`src/rtl/udfc_pkg.sv`:
```
// Purpose: shared constants and types for the uart dma gating and soft flow block
// Assumes: 32-bit register port, byte addresses
// Notes: status/mask offsets are local additions; clears are written to the status offset
package udfc_pkg;
   localparam logic [7:0] OFS_DMA_CTRL = 8'h48;
   localparam logic [7:0] OFS_FLOW_CFG = 8'h50;
   localparam logic [7:0] OFS_RESUME1 = 8'h54;
   localparam logic [7:0] OFS_RESUME2 = 8'h58;
   localparam logic [7:0] OFS_PAUSE1 = 8'h5C;
   localparam logic [7:0] OFS_PAUSE2 = 8'h60;
   localparam logic [7:0] OFS_IRQ_STATUS = 8'h64;
   localparam logic [7:0] OFS_IRQ_MASK = 8'h68;
   localparam int BIT_RX_DMA = 0;
   localparam int BIT_TX_DMA = 1;
   localparam int BIT_DMA_BLOCK_ERR = 3;
   localparam int BIT_SOFT_FLOW = 0;
   localparam int BIT_RX_MODE_LO = 1;
   localparam int BIT_TX_MODE_LO = 3;
   localparam int BIT_RESUME_ANY = 5;
   localparam int BIT_SPECIAL = 6;
   localparam int IRQ_PAUSE = 0;
   localparam int IRQ_RESUME = 1;
   localparam int IRQ_SPECIAL = 2;
   localparam int IRQ_W = 3;
   localparam logic [3:0] DMA_CTRL_RESET = 4'h0;
   localparam logic [6:0] FLOW_CFG_RESET = 7'h00;
   localparam logic [7:0] CHAR_RESET = 8'h00;
   localparam logic [1:0] MODE_OFF = 2'h0;
   localparam logic [1:0] MODE_PAIR1 = 2'h1;
   localparam logic [1:0] MODE_PAIR2 = 2'h2;
   localparam logic [1:0] MODE_BOTH = 2'h3;

   typedef struct packed {
      logic [3:0] dma;
      logic [6:0] flow;
      logic [7:0] resume1;
      logic [7:0] resume2;
      logic [7:0] pause1;
      logic [7:0] pause2;
   } udfc_cfg_t;

   typedef struct packed {
      logic is_pause;
      logic is_resume;
      logic is_any;
   } udfc_match_t;

   typedef enum logic [1:0] {
      UDFC_RUN = 2'b01,
      UDFC_HOLD = 2'b10
   } udfc_tx_state_t;
endpackage : udfc_pkg

```
`src/rtl/udfc_char_match.sv`:
```
// Purpose: classify one received character against the programmed pairs
// Assumes: combinational, same clock as its user
// Notes: mode picks pair one, pair two or both
module udfc_char_match (
   input wire logic [1:0] mode, // pair selection
   input wire logic resume_any, // any char resumes
   input wire logic [7:0] ch, // character
   input wire udfc_pkg::udfc_cfg_t cfg, // programmed characters
   output udfc_pkg::udfc_match_t match // classification
);
   logic use1;
   logic use2;
   always_comb begin
      use1 = (mode == udfc_pkg::MODE_PAIR1) || (mode == udfc_pkg::MODE_BOTH);
      use2 = (mode == udfc_pkg::MODE_PAIR2) || (mode == udfc_pkg::MODE_BOTH);
      match.is_pause = (use1 && ch == cfg.pause1) || (use2 && ch == cfg.pause2);
      match.is_resume = resume_any || (use1 && ch == cfg.resume1) || (use2 && ch == cfg.resume2);
      match.is_any = use1 || use2;
   end
endmodule : udfc_char_match

```
`src/rtl/udfc_regs.sv`:
```
// Purpose: register file of the block on a plain strobe port
// Assumes: strobes one cycle long, never together
// Notes: read data valid the cycle after the read strobe
module udfc_regs (
   input wire logic clk, // clock
   input wire logic nrst, // async reset, low
   input wire logic [7:0] addr, // byte address
   input wire logic [31:0] wdata, // write data
   input wire logic wr, // write strobe
   input wire logic rd, // read strobe
   input wire logic [udfc_pkg::IRQ_W-1:0] irq_status, // sticky status
   output logic [31:0] rdata, // read data
   output udfc_pkg::udfc_cfg_t cfg, // configuration
   output logic [udfc_pkg::IRQ_W-1:0] irq_mask, // mask
   output logic [udfc_pkg::IRQ_W-1:0] irq_clear // write-one-clear pulses
);
   udfc_pkg::udfc_cfg_t cfg_q, cfg_d;
   logic [udfc_pkg::IRQ_W-1:0] mask_q, mask_d;
   logic [31:0] rdata_q, rdata_d;
   always_comb begin
      cfg_d = cfg_q;
      mask_d = mask_q;
      irq_clear = '0;
      rdata_d = 32'h0;
      if (wr) begin
         // reserved bits are dropped on write and read back as zero
         if (addr == udfc_pkg::OFS_DMA_CTRL) begin
            cfg_d.dma = {wdata[3], 1'b0, wdata[1:0]};
         end else if (addr == udfc_pkg::OFS_FLOW_CFG) begin
            cfg_d.flow = wdata[6:0];
         end else if (addr == udfc_pkg::OFS_RESUME1) begin
            cfg_d.resume1 = wdata[7:0];
         end else if (addr == udfc_pkg::OFS_RESUME2) begin
            cfg_d.resume2 = wdata[7:0];
         end else if (addr == udfc_pkg::OFS_PAUSE1) begin
            cfg_d.pause1 = wdata[7:0];
         end else if (addr == udfc_pkg::OFS_PAUSE2) begin
            cfg_d.pause2 = wdata[7:0];
         end else if (addr == udfc_pkg::OFS_IRQ_STATUS) begin
            irq_clear = wdata[udfc_pkg::IRQ_W-1:0];
         end else if (addr == udfc_pkg::OFS_IRQ_MASK) begin
            mask_d = wdata[udfc_pkg::IRQ_W-1:0];
         end
      end
      if (rd) begin
         if (addr == udfc_pkg::OFS_DMA_CTRL) begin
            rdata_d = {28'h0, cfg_q.dma};
         end else if (addr == udfc_pkg::OFS_FLOW_CFG) begin
            rdata_d = {25'h0, cfg_q.flow};
         end else if (addr == udfc_pkg::OFS_RESUME1) begin
            rdata_d = {24'h0, cfg_q.resume1};
         end else if (addr == udfc_pkg::OFS_RESUME2) begin
            rdata_d = {24'h0, cfg_q.resume2};
         end else if (addr == udfc_pkg::OFS_PAUSE1) begin
            rdata_d = {24'h0, cfg_q.pause1};
         end else if (addr == udfc_pkg::OFS_PAUSE2) begin
            rdata_d = {24'h0, cfg_q.pause2};
         end else if (addr == udfc_pkg::OFS_IRQ_STATUS) begin
            rdata_d = {29'h0, irq_status};
         end else if (addr == udfc_pkg::OFS_IRQ_MASK) begin
            rdata_d = {29'h0, mask_q};
         end
      end
   end
   always_ff @(posedge clk or negedge nrst) begin
      if (!nrst) begin
         cfg_q <= '{dma: udfc_pkg::DMA_CTRL_RESET, flow: udfc_pkg::FLOW_CFG_RESET,
                    resume1: udfc_pkg::CHAR_RESET, resume2: udfc_pkg::CHAR_RESET,
                    pause1: udfc_pkg::CHAR_RESET, pause2: udfc_pkg::CHAR_RESET};
         mask_q <= '0;
         rdata_q <= 32'h0;
      end else begin
         cfg_q <= cfg_d;
         mask_q <= mask_d;
         rdata_q <= rdata_d;
      end
   end
   assign cfg = cfg_q;
   assign irq_mask = mask_q;
   assign rdata = rdata_q;
endmodule : udfc_regs

```
`src/rtl/udfc_top.sv`:
```
// Purpose: dma request gating and in-band pause/resume flow control of a uart
// Assumes: character strobes and dma raw requests come from the uart core on clk
// Notes: all outputs registered
// Operation
// - receive dma requests pass only while receive dma enable is set
// - transmit dma requests pass only while transmit dma enable is set
// - with block-on-error set, an asserted error interrupt stops receive dma
// - soft flow enable turns character flow control on or off
// - receive mode picks none, pair one, pair two, or both pairs
// - transmit mode picks none, pair one, pair two, or both pairs
// - resume-on-any makes every received character other than a programmed pause character a resume
// - otherwise only a programmed resume character, or setting transmit mode to none, resumes
// - special character detection works only while its bit is set
// - two 8-bit resume characters, read/write, reset zero
// - two 8-bit pause characters, read/write, reset zero
//
// Design decision made here: the strobed register port.
module udfc_top (
   input wire logic clk, // 25 MHz clock
   input wire logic nrst, // async reset, low
   input wire logic [7:0] reg_addr, // register byte address
   input wire logic [31:0] reg_wdata, // register write data
   input wire logic reg_wr, // write strobe
   input wire logic reg_rd, // read strobe
   output logic [31:0] reg_rdata, // read data, cycle after strobe
   input wire logic rx_char_valid, // received character strobe
   input wire logic [7:0] rx_char, // received character
   input wire logic rx_data_ready, // receive data awaits dma
   input wire logic tx_space_ready, // transmit side wants data
   input wire logic uart_err_irq, // uart error interrupt level
   input wire logic rx_fill_high, // local receive buffer nearly full
   output logic rx_dma_req, // receive dma request
   output logic tx_dma_req, // transmit dma request
   output logic tx_halted, // transmitter paused by far end
   output logic send_pause, // ask transmitter to emit pause char
   output logic send_resume, // ask transmitter to emit resume char
   output logic special_char_seen, // special char strobe
   output logic irq // level interrupt
);
   udfc_pkg::udfc_cfg_t cfg;
   udfc_pkg::udfc_match_t tx_match, rx_match;
   logic [udfc_pkg::IRQ_W-1:0] irq_mask, irq_clear;
   logic [udfc_pkg::IRQ_W-1:0] stat_q, stat_d, ev;
   logic [1:0] tx_mode, rx_mode;
   logic flow_on;
   udfc_pkg::udfc_tx_state_t tx_state_q, tx_state_d;
   logic rx_paused_q, rx_paused_d;
   logic rx_dma_q, rx_dma_d, tx_dma_q, tx_dma_d;
   logic send_pause_q, send_pause_d, send_resume_q, send_resume_d;
   logic special_q, special_d, irq_q, irq_d;
   logic halted_q;

   udfc_regs u_regs (
      .clk(clk),
      .nrst(nrst),
      .addr(reg_addr),
      .wdata(reg_wdata),
      .wr(reg_wr),
      .rd(reg_rd),
      .irq_status(stat_q),
      .rdata(reg_rdata),
      .cfg(cfg),
      .irq_mask(irq_mask),
      .irq_clear(irq_clear)
   );

   always_comb begin
      flow_on = cfg.flow[udfc_pkg::BIT_SOFT_FLOW];
      tx_mode = flow_on ? cfg.flow[udfc_pkg::BIT_TX_MODE_LO +: 2] : udfc_pkg::MODE_OFF;
      rx_mode = flow_on ? cfg.flow[udfc_pkg::BIT_RX_MODE_LO +: 2] : udfc_pkg::MODE_OFF;
   end

   // pairs honoured from the far end for halting our transmitter
   udfc_char_match u_tx_match (
      .mode(tx_mode),
      .resume_any(cfg.flow[udfc_pkg::BIT_RESUME_ANY]),
      .ch(rx_char),
      .cfg(cfg),
      .match(tx_match)
   );

   // pairs we send to pause the far end; special chars use these too
   udfc_char_match u_rx_match (
      .mode(rx_mode),
      .resume_any(1'b0),
      .ch(rx_char),
      .cfg(cfg),
      .match(rx_match)
   );

   // transmit halt state machine
   always_comb begin
      tx_state_d = tx_state_q;
      case (tx_state_q)
         udfc_pkg::UDFC_RUN: begin
            if (rx_char_valid && tx_match.is_any && tx_match.is_pause) begin
               tx_state_d = udfc_pkg::UDFC_HOLD;
            end
         end
         udfc_pkg::UDFC_HOLD: begin
            if (!tx_match.is_any) begin
               tx_state_d = udfc_pkg::UDFC_RUN;
            end else if (rx_char_valid && tx_match.is_resume && !tx_match.is_pause) begin
               tx_state_d = udfc_pkg::UDFC_RUN;
            end
         end
         default: begin
            tx_state_d = udfc_pkg::UDFC_RUN;
         end
      endcase
   end

   // receive side: ask the far end to pause while our buffer is full
   always_comb begin
      rx_paused_d = rx_paused_q;
      send_pause_d = 1'b0;
      send_resume_d = 1'b0;
      if (!rx_match.is_any) begin
         rx_paused_d = 1'b0;
      end else if (rx_fill_high && !rx_paused_q) begin
         rx_paused_d = 1'b1;
         send_pause_d = 1'b1;
      end else if (!rx_fill_high && rx_paused_q) begin
         rx_paused_d = 1'b0;
         send_resume_d = 1'b1;
      end
   end

   // dma gating and events
   always_comb begin
      rx_dma_d = cfg.dma[udfc_pkg::BIT_RX_DMA] && rx_data_ready
                 && !(cfg.dma[udfc_pkg::BIT_DMA_BLOCK_ERR] && uart_err_irq);
      tx_dma_d = cfg.dma[udfc_pkg::BIT_TX_DMA] && tx_space_ready
                 && (tx_state_q == udfc_pkg::UDFC_RUN);
      special_d = rx_char_valid && cfg.flow[udfc_pkg::BIT_SPECIAL]
                  && (tx_match.is_pause || rx_match.is_pause
                      || ((tx_match.is_any || rx_match.is_any) && (rx_char == cfg.resume1 || rx_char == cfg.resume2)));
      ev = '0;
      ev[udfc_pkg::IRQ_PAUSE] = rx_char_valid && tx_match.is_any && tx_match.is_pause;
      ev[udfc_pkg::IRQ_RESUME] = (tx_state_q == udfc_pkg::UDFC_HOLD) && (tx_state_d == udfc_pkg::UDFC_RUN);
      ev[udfc_pkg::IRQ_SPECIAL] = special_d;
      stat_d = (stat_q & ~irq_clear) | ev; // set wins over clear
      irq_d = |(stat_d & irq_mask);
   end

   always_ff @(posedge clk or negedge nrst) begin
      if (!nrst) begin
         tx_state_q <= udfc_pkg::UDFC_RUN;
         rx_paused_q <= 1'b0;
         rx_dma_q <= 1'b0;
         tx_dma_q <= 1'b0;
         send_pause_q <= 1'b0;
         send_resume_q <= 1'b0;
         special_q <= 1'b0;
         halted_q <= 1'b0;
         stat_q <= '0;
         irq_q <= 1'b0;
      end else begin
         tx_state_q <= tx_state_d;
         rx_paused_q <= rx_paused_d;
         rx_dma_q <= rx_dma_d;
         tx_dma_q <= tx_dma_d;
         send_pause_q <= send_pause_d;
         send_resume_q <= send_resume_d;
         special_q <= special_d;
         halted_q <= (tx_state_d == udfc_pkg::UDFC_HOLD);
         stat_q <= stat_d;
         irq_q <= irq_d;
      end
   end

   assign rx_dma_req = rx_dma_q;
   assign tx_dma_req = tx_dma_q;
   assign tx_halted = halted_q;
   assign send_pause = send_pause_q;
   assign send_resume = send_resume_q;
   assign special_char_seen = special_q;
   assign irq = irq_q;
endmodule : udfc_top

```
`config.mk`:
```
export PLATFORM = sky130hd
export DESIGN_NAME = udfc_top
export DESIGN_NICKNAME = d
export VERILOG_FILES = /design/src/rtl/udfc_pkg.sv /design/src/rtl/udfc_char_match.sv /design/src/rtl/udfc_regs.sv /design/src/rtl/udfc_top.sv
export SDC_FILE = /design/constraint.sdc
export NUM_CORES = 1
export LEC_CHECK = 0
export BUFFER_PORTS_ARGS = -buffer_cell sky130_fd_sc_hd__buf_4
export CAP_MARGIN = 20
export CORE_MARGIN = 4
export CORE_UTILIZATION = 45
export CTS_CLUSTER_DIAMETER = 120
export CTS_CLUSTER_SIZE = 20
export DETAILED_ROUTE_END_ITERATION = 16
export PLACE_DENSITY = 0.79
export SLEW_MARGIN = 20
export SYNTH_ARGS = -nofsm -noshare
export SYNTH_HDL_FRONTEND = slang
export SYNTH_HIERARCHICAL = 1
export SYNTH_SLANG_ARGS = --single-unit
```
`constraint.sdc`:
```
create_clock -name clk -period 1.8 [get_ports clk]
set_input_delay 0.27 -clock clk [delete_from_list [all_inputs] [get_ports clk]]
set_output_delay 0.27 -clock clk [all_outputs]
set_load 0.02 [all_outputs]
```
Word-level counts from Yosys, hierarchy flattened. Index checks and enable logic that the tools add are counted.

Equality and inequality tests: 23. Multiplexer cells: 31. Bitwise gates (word level): 11. Reductions and logical operators: 47.

Operators by type and width (number): 2-to-1 mux 32 bit (8); == test 8 x 7 -> 1 bit (second input constant) (8); == test 8 bit (4); 2-to-1 mux 3 bit (9); logical AND 1 bit (21); logical OR 1 bit (14); == test 2 bit (second input constant) (6); 2-to-1 mux 2 bit (5); AND reduction 9 bit (1); == test 2 x 1 -> 1 bit (second input constant) (4); 2-to-1 mux 1 bit (8); NOT 1 bit (7); AND reduction 7 bit (1); bitwise AND 3 bit (2); AND reduction 6 bit (1); AND reduction 5 bit (1); logical NOT 1 bit (4); case mux 2 bit (2 select lines) (1); AND reduction 4 bit (1); != test 3 x 1 -> 1 bit (second input constant) (1); NOT 3 bit (1); bitwise OR 3 bit (1); AND reduction 3 bit (1); OR reduction 3 bit (1); AND reduction 2 bit (1).

Flip-flop bits (word level): 90. Input port bits: 57. Output and inout port bits: 39. Word-level logic and storage cells: 130.

Logic depth before layout (Yosys ltp).
Depth in word-level cells: 16. Gate-level depth with buffers: 8.

By module. Netlist, hierarchy kept.

Modules (own cells, without submodules): udfc_regs (times used 1, cells an instance 246, area an instance 2857.7 µm²); udfc_top (times used 1, cells an instance 80, area an instance 807.0 µm²); udfc_char_match (times used 2, cells an instance 46, area an instance 367.9 µm²).

Worst setup path before layout. OpenSTA, ideal clock, no wires.

Path type: register to register. Start point: register u_regs.cfg_q, in the netlist u_regs/cfg[5]. End point: register halted_q (netlist: tx_halted). Setup time: 0.088 ns. Arrival time: 1.831 ns. Data required time: 1.712 ns. Path slack: -0.119 ns. Cell stages (with the launch flop): 9. Buffers on the path: 0. Clock period less this slack: 1.919 ns. Path through: dfrtp_1 xor2_1 nor4_1 nand3_1 o21ai_0 nand3b_1 a21boi_0 o21ai_0 nor3b_1.

RTL lines: start: declaration (RTL line udfc_regs.sv:17) `udfc_pkg::udfc_cfg_t cfg_q, cfg_d;`; start signal: assignment (RTL line udfc_regs.sv:67) `cfg_q <= '{dma: udfc_pkg::DMA_CTRL_RESET, flow: udfc_pkg::FLOW_CFG_RESET,`; start signal: assignment (RTL line udfc_regs.sv:73) `cfg_q <= cfg_d;`; end signal: assignment (RTL line udfc_top.sv:166) `halted_q <= (tx_state_d == udfc_pkg::UDFC_HOLD);`; end: declaration (RTL line udfc_top.sv:51) `logic halted_q;`.

==> out/metrics.cfg <==
[sta]
timing_hold_violations_final = 0
fin_crit_sh_pct = 117
fmax_mhz = 475
maxSlewViolCount = 0
tns_ns = -1.34
fin_skew_ns = 0.0116
setup_ws_ns = -0.305
setup_viol = 7
hold_ws_ns = 0.0624
post-route-min-period_ns = 2.10
rsz0062_at_grt = yes

[power]
switching_share_pct = 28.8
power_leakage_nw = 2.82
irDropWorstVdd_mv = 0.316
clkPwrFrac_pct = 36.1
switchingPower_mw = 1.02
powerDensity_nw_per_um2 = 642
intPower_mw = 2.53
p_seq_share_pct = 44.8
p_comb_share_pct = 19.1
power_mw = 3.55

[global_routing]
grt_max_degree = 34
grt_pass1_wl_mm = 19.2
track_usage_pct = 22.2
grt_pass1_vias = 3679
antenna_found_initial = 0
grt.overflow.total = 0

[cells_and_area]
fin_util_pct = 60.3
fin_nets = 585
layout-drive-gt1-share_pct = 41.4
areaGrowthSynthToFinish_pct = 31.3
antenna_cells = 0

[hold_path]
hold_path_depth = 2
hold_class = in -> reg

[status]
status = finished with violations
violations = setup timing

[floorplan]
boundaryPins = 96
coreArea_sq_um = 9150
die_h_microns = 105
placementRows = 35
die_x_microns = 105
start_util_pct = 46.0
die-area_sq_um = 11000

[detailed_routing]
wl_per_cell_microns = 18.8
drtPass1Iterations = 5
drc = 0
viasPerCell = 5.72
routed-via-count = 3671
drtAntennaViolNets = 0
drtIter0Drc = 341
routed_wl_mm = 12.1

[synth]
synth_area_sq_um = 4210
avgSynthCellArea_sq_um = 10.7
synth_cells = 394
ys_warn_count = 6

[worst_setup_path]
critPathMaxStageDelay_ns = 0.39
r2r_cells = 8
cpMaxStageDelayCell = dfrtp_1
worstPathMaxFanout = 4
worstPathArrival_ns = 2.33
path_cells = xor2_1 > nor4_1 > nand3_1 > o21ai_2 > nand3b_1 > a22oi_2 > o2111ai_1 > o211ai_1
endpoint_kind = register
crit_type = reg -> reg
cp-start-kind = register
worstPathRequired_ns = 2.02

[clock_network]
cts_tree = yes
numCtsBuffers = 9
clock-sinks = 66
clk_path_buf_depth = 2
cts-root-buf = clkbuf_8
clkLatencyLatePin_ns = 0.36
path_clk_slew_ns = 0.08
h-tree-depth = 3

[placement]
place_hpwl_mm = 9.14
dp_slack_ns = -0.231
gp_congestion = 1.10
port_buffers = 47

[job]
cap_violations = 0

## area by class of cell
type	instances	area [sq um]
fill	715	3630
tap	111	139
clock buffer	10	138
multi-input combinational	307	2440
timing repair buffer	135	1060
sequential	66	1650
inverter	7	26.3
clock inverter	6	65.1
## layout by cell type (no fill, tap or decap), drive strengths merged, types with 4 or more instances in the layout
master and count:
a211oi 8, a21o 4, a21oi 4, a221oi 5
and2 8, and3 6, buf 134, clkbuf 10
conb 24, dfrtp 65, inv 8, mux2 46
mux2i 5, nand2 16, nand2b 6, nand3 11
nor2 10, nor2b 6, nor3 8, nor4 14
o21ai 12, o221ai 4, or2 4, xnor2 12
xor2 52
## path summary, 6_finish.rpt
path | start | to | slack [ns]
setup / recovery | u_regs/cfg[5]$_DFFE_PN0P_ | irq$_DFF_PN0_ | -0.30
hold / removal | uart_err_irq | rx_dma_req$_DFF_PN0_ | 0.06
setup reg to reg | u_regs/cfg[5]$_DFFE_PN0P_ | irq$_DFF_PN0_ | -0.30
hold reg to reg | rx_paused_q$_DFFE_PN0P_ | send_pause$_DFF_PN0_ | 0.43
max in group asynchronous | nrst | u_regs/cfg[27]$_DFFE_PN0P_ | 0.87
min in group asynchronous | nrst | u_regs/cfg[42]$_DFFE_PN0P_ | 0.39
## layer usage
metal	vias to the layer above	track usage (%)	wire length, microns
li1	1639	-	-
met1	1775	29.0	5000
met2	224	36.0	5730
met3	33	5.50	993
met4	0	7.97	332
met5	-	0	0
## power by group through the flow
stage | registers (mW) | clock network [mW] | logic (mW)
after floorplan | 1.62 | 0 | 0.338
after global placement | 1.61 | 0 | 0.620
after detailed placement | 1.62 | 0 | 0.640
after CTS | 1.59 | 1.32 | 0.657
after global routing | 1.59 | 1.38 | 0.725
final | 1.59 | 1.28 | 0.678
## metrics by stage
stage	cells	area (sq um)
floorplan	417	4300
global placement	620	5190
detailed placement	620	5190
CTS	638	5480
global route	642	5520
finish	642	5520
## repair_timing
item                                    4_1_cts  5_1_grt
hold buffers                                  1        0
pin swaps                                     9       11
gates cloned                                  0        0
buffers inserted                              2        4
hold endpoints to repair                     30        0
endpoints found under the setup margin        7        7
resized for setup                            13        4
## sequential cells by signal (all words and copies together), names as in the netlist
register and cells:
tx_state_q 2, u_regs/cfg 42, tx_halted 1, tx_dma_req 1, stat_q 3, u_regs/rdata 8
send_pause 1, u_regs/irq_mask 3, rx_paused_q 1, irq 1, send_resume 1, rx_dma_req 1
special_char_seen 1
## critical path, delay by kind of cell (launching register included)
kind,cells,cell delay [ns]
flip-flops,1,0.39
AO/OA/AOI/OAI,4,0.64
AND/OR/NAND/NOR,3,0.78
XOR/XNOR,1,0.16
Note: power is estimated with default switching activity, not from simulation.
